<file path="src/rtl/iig_pkg.sv">
// package: constants for the interrupt instruction group
package iig_pkg;
  // ***********************************************
  // opcode encodings
  // ***********************************************
  localparam logic [9:0] IIG_OP_MASK       = 10'h004;
  localparam logic [9:0] IIG_OP_UNMASK     = 10'h005;
  localparam logic [9:0] IIG_OP_SKIP_REQ   = 10'h038;
  localparam logic [9:0] IIG_OP_SKIP_PIN   = 10'h03A;
  localparam logic [9:0] IIG_OP_RD_FIRST   = 10'h054;
  localparam logic [9:0] IIG_OP_WR_FIRST   = 10'h03F;
  localparam logic [9:0] IIG_OP_RD_SECOND  = 10'h055;
  localparam logic [9:0] IIG_OP_WR_SECOND  = 10'h03E;
  localparam logic [9:0] IIG_OP_RD_PIN     = 10'h253;
  localparam logic [9:0] IIG_OP_WR_PIN     = 10'h217;
  // ***********************************************
  // field positions and reset values
  // ***********************************************
  localparam int         IIG_GUARD_BIT     = 0;
  localparam int         IIG_LEVEL_SEL_BIT = 2;
  localparam logic [3:0] IIG_CTL_RST       = 4'h0;
  localparam logic       IIG_MIE_RST       = 1'b0;
  // ***********************************************
  // decoded operation classes
  // ***********************************************
  typedef enum logic [3:0] {
    IIG_NONE, IIG_MASK, IIG_UNMASK, IIG_SKIP_REQ, IIG_SKIP_PIN,
    IIG_RD_FIRST, IIG_WR_FIRST, IIG_RD_SECOND, IIG_WR_SECOND,
    IIG_RD_PIN, IIG_WR_PIN
  } iig_op_t;
endpackage

</file>
<file path="src/rtl/iig_dec_if.sv">
// interface: decoded operation from decoder to executor
`timescale 1ns/1ns
`default_nettype none
interface iig_dec_if;
  import iig_pkg::*;
  iig_op_t op;
  modport dec (output op);
  modport exe (input op);
endinterface
`default_nettype wire

</file>
<file path="src/rtl/iig_decoder.sv">
// module: opcode decoder for the interrupt instruction group
`timescale 1ns/1ns
`default_nettype none
module iig_decoder
  import iig_pkg::*;
(
  input  wire logic [9:0] opcode_i,
  iig_dec_if.dec          dec
);
  // ***********************************************
  // pure decode, combinational
  // ***********************************************
  always_comb begin
    case (opcode_i)
      IIG_OP_MASK:      dec.op = IIG_MASK;
      IIG_OP_UNMASK:    dec.op = IIG_UNMASK;
      IIG_OP_SKIP_REQ:  dec.op = IIG_SKIP_REQ;
      IIG_OP_SKIP_PIN:  dec.op = IIG_SKIP_PIN;
      IIG_OP_RD_FIRST:  dec.op = IIG_RD_FIRST;
      IIG_OP_WR_FIRST:  dec.op = IIG_WR_FIRST;
      IIG_OP_RD_SECOND: dec.op = IIG_RD_SECOND;
      IIG_OP_WR_SECOND: dec.op = IIG_WR_SECOND;
      IIG_OP_RD_PIN:    dec.op = IIG_RD_PIN;
      IIG_OP_WR_PIN:    dec.op = IIG_WR_PIN;
      default:          dec.op = IIG_NONE;
    endcase
  end
endmodule
`default_nettype wire

</file>
<file path="src/rtl/iig_core.sv">
// module: execution of the interrupt instruction group
`timescale 1ns/1ns
`default_nettype none
module iig_core
  import iig_pkg::*;
(
  input  wire logic       clk_i,
  input  wire logic       srst_i,
  input  wire logic       ce_i,
  input  wire logic       instr_valid_i,
  input  wire logic [9:0] opcode_i,
  input  wire logic [3:0] acc_i,
  input  wire logic       ext0_set_i,
  input  wire logic       int_pin_i,
  output logic            master_irq_enable_o,
  output logic            ext0_request_flag_o,
  output logic [3:0]      irq_ctl_first_o,
  output logic [3:0]      irq_ctl_second_o,
  output logic [3:0]      pin_irq_ctl_o,
  output logic [3:0]      acc_o,
  output logic            acc_we_o,
  output logic            skip_o
);
  // ***********************************************
  // state
  // ***********************************************
  typedef struct packed {
    logic       mie;
    logic       ext0;
    logic [3:0] ctl1;
    logic [3:0] ctl2;
    logic [3:0] pctl;
    logic [3:0] acc;
    logic       acc_we;
    logic       skip;      // next instruction is suppressed
    logic [2:0] pin_sync;  // three-stage pin synchroniser
    logic       pin_lvl;   // filtered pin level, moves on agreement only
  } iig_state_t;

  iig_state_t st;
  iig_state_t next_st;
  iig_dec_if  dec_bus ();
  logic       pin_lvl;
  logic       exec;

  iig_decoder u_dec (
    .opcode_i (opcode_i),
    .dec      (dec_bus)
  );

  // filtered level lives in the state; a glitch that reaches only the
  // second stage never disturbs a pending pin skip test
  assign pin_lvl = st.pin_lvl;
  // a skipped slot is fetched but never executed
  assign exec = instr_valid_i && !st.skip;

  // ***********************************************
  // next-state logic
  // ***********************************************
  always_comb begin
    next_st          = st;
    next_st.acc_we   = 1'b0;
    next_st.pin_sync = {st.pin_sync[1:0], int_pin_i};
    // the level moves only once stages two and three agree
    if (st.pin_sync[1] == st.pin_sync[2]) begin
      next_st.pin_lvl = st.pin_sync[2];
    end
    if (instr_valid_i) begin
      next_st.skip = 1'b0; // the suppressed slot consumes the skip
    end
    if (exec) begin
      case (dec_bus.op)
        IIG_MASK:   next_st.mie = 1'b0;
        IIG_UNMASK: next_st.mie = 1'b1;
        IIG_SKIP_REQ: begin
          // guard set makes this a no-op
          if (!st.ctl1[IIG_GUARD_BIT] && st.ext0) begin
            next_st.ext0 = 1'b0;
            next_st.skip = 1'b1;
          end // else falls through, no skip
        end
        IIG_SKIP_PIN: begin
          if (st.pctl[IIG_LEVEL_SEL_BIT]) begin
            next_st.skip = pin_lvl;
          end else begin
            next_st.skip = !pin_lvl;
          end
        end
        IIG_RD_FIRST: begin
          next_st.acc    = st.ctl1;
          next_st.acc_we = 1'b1;
        end
        IIG_WR_FIRST: next_st.ctl1 = acc_i;
        IIG_RD_SECOND: begin
          next_st.acc    = st.ctl2;
          next_st.acc_we = 1'b1;
        end
        IIG_WR_SECOND: next_st.ctl2 = acc_i;
        IIG_RD_PIN: begin
          next_st.acc    = st.pctl;
          next_st.acc_we = 1'b1;
        end
        IIG_WR_PIN: next_st.pctl = acc_i;
        default: ;
      endcase
    end
    // a new request wins over a clear in the same cycle
    if (ext0_set_i) begin
      next_st.ext0 = 1'b1;
    end
  end

  // ***********************************************
  // registers, frozen while the clock enable is low and reset is not asserted
  // ***********************************************
  always_ff @(posedge clk_i) begin
    if (srst_i) begin
      st <= '{mie: IIG_MIE_RST, ext0: 1'b0, ctl1: IIG_CTL_RST, ctl2: IIG_CTL_RST,
              pctl: IIG_CTL_RST, acc: 4'h0, acc_we: 1'b0, skip: 1'b0,
              pin_sync: 3'h0, pin_lvl: 1'b0};
    end else if (ce_i) begin
      st <= next_st;
    end
  end

  assign master_irq_enable_o = st.mie;
  assign ext0_request_flag_o = st.ext0;
  assign irq_ctl_first_o     = st.ctl1;
  assign irq_ctl_second_o    = st.ctl2;
  assign pin_irq_ctl_o       = st.pctl;
  assign acc_o               = st.acc;
  assign acc_we_o            = st.acc_we;
  assign skip_o              = st.skip;
endmodule
`default_nettype wire

</file>
<file path="config.mk">
export PLATFORM = sky130hd
export DESIGN_NAME = iig_core
export DESIGN_NICKNAME = d
export VERILOG_FILES = /design/src/rtl/iig_pkg.sv /design/src/rtl/iig_dec_if.sv /design/src/rtl/iig_decoder.sv /design/src/rtl/iig_core.sv
export SDC_FILE = /design/constraint.sdc
export NUM_CORES = 1
export LEC_CHECK = 0
export BUFFER_PORTS_ARGS = -buffer_cell sky130_fd_sc_hd__buf_2
export CAP_MARGIN = 10
export CORE_ASPECT_RATIO = 0.9
export CORE_MARGIN = 5
export CORE_UTILIZATION = 52
export DETAILED_ROUTE_END_ITERATION = 10
export PLACE_DENSITY = 0.78
export SLEW_MARGIN = 10
export SYNTH_ARGS = -nofsm -noshare
export SYNTH_HDL_FRONTEND = slang
export SYNTH_SLANG_ARGS = --single-unit
</file>
<file path="constraint.sdc">
create_clock -name clk_i -period 2.4 [get_ports clk_i]
set_clock_uncertainty 0.2 [all_clocks]
set_input_delay 0.12 -clock clk_i [delete_from_list [all_inputs] [get_ports clk_i]]
set_output_delay 0.12 -clock clk_i [all_outputs]
set_load 0.01 [all_outputs]
</file>
==> Word level (Yosys, flattened, before mapping) <==
Index checks and enable logic that the tools add are counted.
{ "op_classes": {"n_div": 0, "eq_ne": 21, "order_cmp": 0, "n_reduce_logical": 17, "n_mul": 0, "add_sub_neg": 0, "shift": 0, "muxes": 14, "bitwise": 0} }
{ "op_table": {"columns": ["operator", "count"], "rows": [
  ["10-bit by 6-bit == test with 1-bit output, second input constant", 4],
  ["4-bit one-hot mux with 10 select lines", 1],
  ["10-bit == test, second input constant", 2],
  ["10-bit by 3-bit == test with 1-bit output, second input constant", 2],
  ["10-bit by 7-bit == test with 1-bit output, second input constant", 2],
  ["19-bit two-way mux", 1],
  ["4-bit by 3-bit == test with 1-bit output, second input constant", 4],
  ["5-bit one-hot mux with 3 select lines", 1],
  ["3-bit AND reduction", 5],
  ["4-bit == test, second input constant", 3],
  ["4-bit two-way mux", 3],
  ["4-bit by 2-bit == test with 1-bit output, second input constant", 2],
  ["2-bit nonzero test", 4],
  ["1-bit two-way mux", 6],
  ["4-bit by 1-bit == test with 1-bit output, second input constant", 1],
  ["1-bit one-hot mux with 2 select lines", 2],
  ["4-bit AND reduction", 1],
  ["1-bit zero test", 3],
  ["3-bit nonzero test", 1],
  ["1-bit logical AND", 2],
  ["2-bit AND reduction", 1],
  ["1-bit == test", 1]
]} }
{ "totals": {"inputBits": 20, "word_cells": 62, "mem_count": 0, "output_inout_bits": 20, "ram_bits": 0, "regBits": 24, "latch_bits": 0, "romBits": 0} }

==> Depth between registers and ports, before layout <==
Gate-level depths: netlist of the first run.
{ "logic_depth": {"depth_word": 6, "depth_mapped": 7, "ltp_nobuf": 6} }

==> Modules after synthesis <==
A second synthesis of the first run with hierarchy kept.
{ "hier_totals": {"cells_unflattened": 161, "area_unflattened_um2": 1440.1} }
{ "by_module_without_submodules": {"columns": ["mod", "seq_area_each_um2", "cells_per_inst", "n_inst", "area_each_um2"], "rows": [
  ["iig_core", 480.5, 132, 1, 1244.9],
  ["iig_decoder", 0.0, 29, 1, 195.2]
]} }

==> Worst setup path after synthesis of the first run <==
Ideal clock, no wire load.
{ "synth_path": {"path_type": "input -> register", "from": "input port opcode_i[6]", "to": "register st, in the netlist irq_ctl_first_o[1]", "path_buffers": 1, "required_ns": 2.072, "arrival_time_ns": 1.566, "setup_slack_ns": 0.507, "setup_time_ns": 0.128, "path_stages": 7, "cell_sequence": "buf_6 > nand3b_4 > or3_4 > a21oi_4 > nor4b_4 > mux2i_1 > nor2_1"} }
{ "synth_via": {"elab_chain_len": 4, "word_cells_on_any_way": 13, "classes_between": "11 x eq/ne; 1 x mux; 1 x reduce/logical"} }
{ "synth_lines": {"columns": ["element", "line", "text"], "rows": [
  ["start, declared", "iig_core.sv:11", "input wire logic [9:0] opcode_i,"],
  ["10-bit == test (tied with other cells)", "iig_decoder.sv:14", "case (opcode_i)"],
  ["4-bit one-hot mux with 10 select lines *", "iig_decoder.sv:14", null],
  ["4-bit by 3-bit == test with 1-bit output *", "iig_core.sv:72", "case (dec_bus.op)"],
  ["3-bit AND reduction (no line) *", null, null],
  ["end signal, assigned", "iig_core.sv:118", "st <= '{mie: IIG_MIE_RST, ext0: 1'b0, ctl1: IIG_CTL_RST, ctl2: IIG_CTL_RST,"],
  ["end signal, assigned", "iig_core.sv:122", "st <= next_st;"],
  ["end, declared", "iig_core.sv:40", "iig_state_t st;"]
]} }
Every way passes the cells marked *; elsewhere a longest branch is shown, timed or not.
A chain may end at the register's enable or synchronous reset.

==> Worst setup path in the final report of the first run <==
{ "layout_path": {"from": "input port ce_i", "to": "register st, in the netlist irq_ctl_first_o[1]"} }
{ "layout_via": {"elab_chain_len": 1} }
{ "layout_lines": {"columns": ["element", "line", "text"], "rows": [
  ["start, declared", "iig_core.sv:9", "input wire logic ce_i,"],
  ["3-bit AND reduction (no line)", null, null]
]} }
Every way passes these cells.

==> impl_metrics.env, run 1 <==
export IMPL_grt_max_degree=25
export IMPL_vias=1275
export IMPL_whs_ps=12.9
export IMPL_synth_simple_gate_area_share_pct=29.6
export IMPL_post_cts_resized=0
export IMPL_hold_path_cell_count=2
export IMPL_internal_power_mw=0.533
export IMPL_core_um2=2750
export IMPL_status="completed"
export IMPL_ys_ff_latch=24
export IMPL_setup_ws_ps=265
export IMPL_setup_tns_ps=0
export IMPL_leakagePower_nw=0.664
export IMPL_seq_area_frac_synth_pct=32.5
export IMPL_end_kind="register"
export IMPL_rsz0062_at_grt="false"
export IMPL_num_rows=18
export IMPL_initial_core_util_pct=53.8
export IMPL_hold_class="input pin to register"
export IMPL_p_sw_share_pct=23.5
export IMPL_finalHoldViolations=0
export IMPL_arrival_ps=2140
export IMPL_cts_tree="built"
export IMPL_crit_fanout=7
export IMPL_pwr_share_clk_pct=29.7
export IMPL_cts_root_buffer="clkbuf_4"
export IMPL_place_ws_ps=101
export IMPL_post_drt_via_cell_ratio=5.36
export IMPL_synth_main_ff_cell="dfxtp_1"
export IMPL_synth_distinct_cells=44
export IMPL_fillers=261
export IMPL_seqCellArea_um2=480
export IMPL_combinationalPowerShare_pct=12.5
export IMPL_synth_fa_ha_area_share_pct=0
export IMPL_drive_gt1_share_pct=28.3
export IMPL_critPathSlowestCell="nor4b_4"
export IMPL_syn_area_per_cell_um2=8.80
export IMPL_path_cells="dlygate4sd3_1 > buf_2 > nand2_1 > or2_2 > nor4b_4 > mux2i_1 > nor2_1"
export IMPL_min_period_ps=2130
export IMPL_die_w_um=66.2
export IMPL_layout_common_cells="39 x buf_2, 24 x dfxtp_1, 20 x nor2_1, 18 x nand2_1, 15 x mux2i_1"
export IMPL_overflow=0
export IMPL_drcViolationCount=0
export IMPL_reg2reg_slack_ps=520
export IMPL_relSlewSlack_pct=63.2
export IMPL_post_route_period_util_pct=89.0
export IMPL_synthArstFlopShare_pct=0
export IMPL_antennaDiodeCount=0
export IMPL_cts_path_max_buffers=2
export IMPL_required_ps=2400
export IMPL_area_growth_pct=15.4
export IMPL_die_y_um=60.6
export IMPL_port_buffers=39
export IMPL_post_cts_buffers=0
export IMPL_power_switching_mw=0.164
export IMPL_cts_hold_buf=10
export IMPL_slew_violations=0
export IMPL_ios=40
export IMPL_slowest_delay_ps=530
export IMPL_track_usage_pct=18.0
export IMPL_cts_max_level=1
export IMPL_setup_worst_path_start_class="input pin"
export IMPL_fmax_mhz=468
export IMPL_drtAntennaViolNets=0
export IMPL_dieArea_um2=4010
export IMPL_clkSinkCount=24
export IMPL_clk_latency_ps=310
export IMPL_synth_compound_area_share_pct=14.0
export IMPL_antenna_found_initial=0
export IMPL_first_pass_iters=4
export IMPL_grt_pass1_vias=1249
export IMPL_syn_inst=168
export IMPL_dpl_hpwl_um=2560
export IMPL_instances_no_fill=238
export IMPL_wl_per_cell_um=14.1
export IMPL_cts_made_buffers=3
export IMPL_gp_congestion=0.904
export IMPL_tightest_slew_ps=544
export IMPL_maxCapViolCount=0
export IMPL_synth_mux_area_share_pct=10.2
export IMPL_path_class="input pin to register"
export IMPL_syn_nets=188
export IMPL_wl_um=3370
export IMPL_final_nets=219
export IMPL_final_common_cell="buf_2"
export IMPL_synth_top_family_by_area="simple AND/OR/NAND/NOR gates"
export IMPL_synth_warnings=0
export IMPL_multi_input_area_um2=828
export IMPL_setup_viol_count_final=0
export IMPL_synth_xor_area_share_pct=2.37
export IMPL_reg2reg_depth=4
export IMPL_grt_pass1_wl_um=5560
export IMPL_seq_power_share_pct=57.8
export IMPL_ir_drop_uv=352
export IMPL_synth_edf_count=0
export IMPL_drtIter0Drc=58
export IMPL_dp_cells=224
export IMPL_clkTransAtPathRegs_ps=130
export IMPL_netlist_area_um2=1480
export IMPL_p_per_area_nw_per_um2=409
area by class of cell:
cell class | instances | share of cell area (%)
Multi-Input combinational cell | 118 | 48.6
Timing Repair Buffer | 50 | 17.8
Clock buffer | 4 | 2.13
Sequential cell | 24 | 28.2
Tap cell | 40 | 2.93
Inverter | 2 | 0.440
stage by stage:
step | instance area (um^2) | util [%] | power, mW
floorplan | 1480 | - | 0.456
global placement | 1570 | 57.1 | 0.483
detailed placement | 1570 | 57.1 | 0.485
CTS | 1710 | 62.1 | 0.705
global route | 1710 | 62.1 | 0.735
finish | 1710 | 62.1 | 0.698
state kept, by name (all words and copies together) (netlist names):
signal,flops
master_irq_enable_o,1
st,1
next_st,2
irq_ctl_second_o,4
acc_we_o,1
acc_o,4
irq_ctl_first_o,4
pin_lvl,1
ext0_request_flag_o,1
skip_o,1
pin_irq_ctl_o,4
worst paths after layout:
kind,startpoint,end
hold reg to reg,acc_o[1],acc_o[1]
setup / recovery,ce_i,irq_ctl_first_o[1]
setup reg to reg,skip_o,irq_ctl_first_o[1]
hold / removal,srst_i,irq_ctl_second_o[0]
cells by family after synthesis:
logic type,count (synthesis)
and+or+nand+nor,72
muxes,15
xor gates and xnor gates,4
buffers and inverters,26
DFF,24
AOI/OAI and AO/OA,27
power groups by stage:
stage	Combinational, mW	Clock (mW)	Sequential, mW
after floorplan	0.0439	0	0.412
after global placement	0.0710	0	0.412
after detailed placement	0.0725	0	0.412
after CTS	0.0861	0.215	0.403
after global routing	0.0950	0.236	0.404
final	0.0869	0.208	0.403
cells in the mapped netlist, types with 2 or more instances:
cell type | n | area share, %
dfxtp_1 | 24 | 33
nor2_1 | 20 | 5.1
nand2_1 | 18 | 4.6
buf_4 | 16 | 8.1
mux2i_1 | 15 | 10
a21oi_1 | 9 | 3.0
a21o_1 | 5 | 2.5
a22oi_1 | 4 | 2.0
clkbuf_1 | 4 | 1.0
nand4_1 | 4 | 1.7
nor3_1 | 4 | 1.4
buf_2 | 3 | 1.0
nand3_1 | 3 | 1.0
a32oi_1 | 2 | 1.2
and2_1 | 2 | 0.85
and3_1 | 2 | 0.85
inv_1 | 2 | 0.51
nand2b_1 | 2 | 0.85
nand4b_1 | 2 | 1.2
xnor2_1 | 2 | 1.2
xor2_1 | 2 | 1.2
layer usage:
| layer | vias up | track usage, % | wire [um] |
|---|---|---|---|
| met1 | 592 | 21.7 | 1440 |
| met4 | 0 | 7.54 | 65 |
| li1 | 644 | - | - |
| met2 | 33 | 31.7 | 1670 |
| met5 | - | 0 | 0 |
| met3 | 6 | 3.52 | 191 |
critical path, delay by kind of cell:
family                 cells  cell delay [ps]
buffers and inverters      2              710
muxes                      1              250
and+or+nand+nor            4             1060
(Power assumes the default switching activity.)
==> inputs of run 2 (changes only) <==
- CORE_UTILIZATION: 52 -> 54
- CTS_BUF_LIST: not set -> sky130_fd_sc_hd__clkbuf_4
- PLACE_DENSITY: 0.78 -> 0.81
==> run 2 against run 1 <==
Effect of this change: clock power down 18%; die area shrank 3.1%; cell count decreased by 4.2%; hold slack gained 6.2 ps; fmax shrank 0.67%; utilization grew 0.72 points; largest cell class unchanged; non-clock buffer count is the same; register-to-register slack hardly changed.
==> impl_metrics.env, run 2 (same netlist as run 1, synthesis figures left out) <==
export IMPL_status="completed"
export IMPL_drcViolationCount=0
export IMPL_grt_max_degree=25
export IMPL_internal_power_mw=0.502
export IMPL_dieArea_um2=3880
export IMPL_hold_path_cell_count=2
export IMPL_end_kind="register"
export IMPL_hold_class="input pin to register"
export IMPL_cts_made_buffers=3
export IMPL_final_nets=219
export IMPL_setup_worst_path_start_class="input pin"
export IMPL_leakagePower_nw=0.659
export IMPL_port_buffers=39
export IMPL_final_common_cell="buf_2"
export IMPL_finalHoldViolations=0
export IMPL_post_drt_via_cell_ratio=5.85
export IMPL_ios=40
export IMPL_dpl_hpwl_um=2710
export IMPL_vias=1333
export IMPL_required_ps=2390
export IMPL_tightest_slew_ps=560
export IMPL_gp_congestion=0.996
export IMPL_cts_root_buffer="clkbuf_4"
export IMPL_seq_power_share_pct=60.9
export IMPL_p_per_area_nw_per_um2=393
export IMPL_post_route_period_util_pct=89.6
export IMPL_clkTransAtPathRegs_ps=120
export IMPL_power_switching_mw=0.161
export IMPL_rsz0062_at_grt="false"
export IMPL_r2r_start="skip_o"
export IMPL_die_y_um=59.6
export IMPL_grt_pass1_wl_um=5830
export IMPL_clk_latency_ps=300
export IMPL_final_util_pct=62.8
export IMPL_clkSinkCount=24
export IMPL_r2r_end="irq_ctl_second_o[0]"
export IMPL_drive_gt1_share_pct=27.8
export IMPL_core_um2=2680
export IMPL_fmax_mhz=465
export IMPL_min_period_ps=2150
export IMPL_pwr_share_clk_pct=25.8
export IMPL_p_sw_share_pct=24.3
export IMPL_die_w_um=65.1
export IMPL_holdPathEnd="irq_ctl_first_o[0]"
export IMPL_reg2reg_depth=4
export IMPL_initial_core_util_pct=55.1
export IMPL_setup_tns_ps=0
export IMPL_cts_max_level=1
export IMPL_first_pass_iters=4
export IMPL_wl_per_cell_um=15.9
export IMPL_num_rows=18
export IMPL_path_class="input pin to register"
export IMPL_layout_common_cells="39 x buf_2, 24 x dfxtp_1, 20 x nor2_1, 18 x nand2_1, 15 x mux2i_1"
export IMPL_fillers=233
export IMPL_antennaDiodeCount=0
export IMPL_worstHoldStart="srst_i"
export IMPL_drtIter0Drc=118
export IMPL_drtAntennaViolNets=0
export IMPL_relSlewSlack_pct=62.1
export IMPL_wl_um=3630
export IMPL_cts_path_max_buffers=2
export IMPL_grt_pass1_vias=1308
export IMPL_maxCapViolCount=0
export IMPL_slew_violations=0
export IMPL_crit_fanout=7
export IMPL_reg2reg_slack_ps=520
export IMPL_combinationalPowerShare_pct=13.2
export IMPL_antenna_found_initial=0
export IMPL_track_usage_pct=19.7
export IMPL_setup_viol_count_final=0
export IMPL_arrival_ps=2140
export IMPL_overflow=0
export IMPL_area_growth_pct=13.9
export IMPL_cts_tree="built"
export IMPL_ir_drop_uv=357
run 2: power groups by stage:
stage | Combinational (mW) | Clock (mW) | Sequential, mW
2_1_floorplan | 0.0439 | 0 | 0.412
3_3_place_gp | 0.0688 | 0 | 0.412
3_5_place_dp | 0.0730 | 0 | 0.412
4_1_cts | 0.0861 | 0.176 | 0.403
5_1_grt | 0.0955 | 0.198 | 0.404
6_report | 0.0877 | 0.171 | 0.403
run 2: how the worst max path moves through the flow:
stage	from	end	cells past startpoint
after global routing	ce_i	irq_ctl_second_o[3]	7
final	ce_i	irq_ctl_second_o[0]	7
after floorplan	opcode_i[6]	irq_ctl_first_o[1]	7
after detailed placement	opcode_i[5]	irq_ctl_first_o[3]	7
after global placement	opcode_i[5]	irq_ctl_first_o[2]	7
after CTS	ce_i	irq_ctl_second_o[0]	7
run 2: timing repair:
action | CTS | global route
endpoints found under the hold margin | 17 | 0
setup buffers | 0 | 0
gates resized for setup | 0 | 0
hold buffers | 10 | 0
run 2: area by class of cell:
| cell class | instances | area (um^2) | share of cell area, % |
|---|---|---|---|
| Clock buffer | 3 | 22.5 | 1.34 |
| Multi-Input combinational cell | 118 | 828 | 49.2 |
| Inverter | 2 | 7.51 | 0.446 |
| Tap cell | 30 | 37.5 | 2.23 |
| Clock inverter | 1 | 3.75 | 0.223 |
| Timing Repair Buffer | 50 | 303 | 18.0 |
| Sequential cell | 24 | 480 | 28.6 |
run 2: per-stage QoR:
stage | hold slack, ps | instances | instance area, um^2 | total power, mW | setup WS (ps)
floorplan | -10.9 | 168 | 1480 | 0.456 | 507
global placement | 159 | 214 | 1560 | 0.481 | 356
detailed placement | 179 | 214 | 1560 | 0.485 | 186
CTS | 16.6 | 228 | 1680 | 0.665 | 254
global route | 16.5 | 228 | 1680 | 0.698 | 159
finish | 19.0 | 228 | 1680 | 0.662 | 251
run 2: critical path, stage by stage:
cell           delay, ps
dlygate4sd3_1        520
buf_2                200
nand2_1              110
or2_2                380
nor4_4               520
mux2i_1              240
nor2_1                60
run 2: metal layers:
metal | GRT usage [%] | vias to the layer above | wire [um]
li1 | - | 646 | -
met1 | 20.8 | 622 | 1430
met2 | 35.7 | 51 | 1850
met3 | 3.61 | 14 | 210
met4 | 13.6 | 0 | 132
met5 | 0 | - | 0
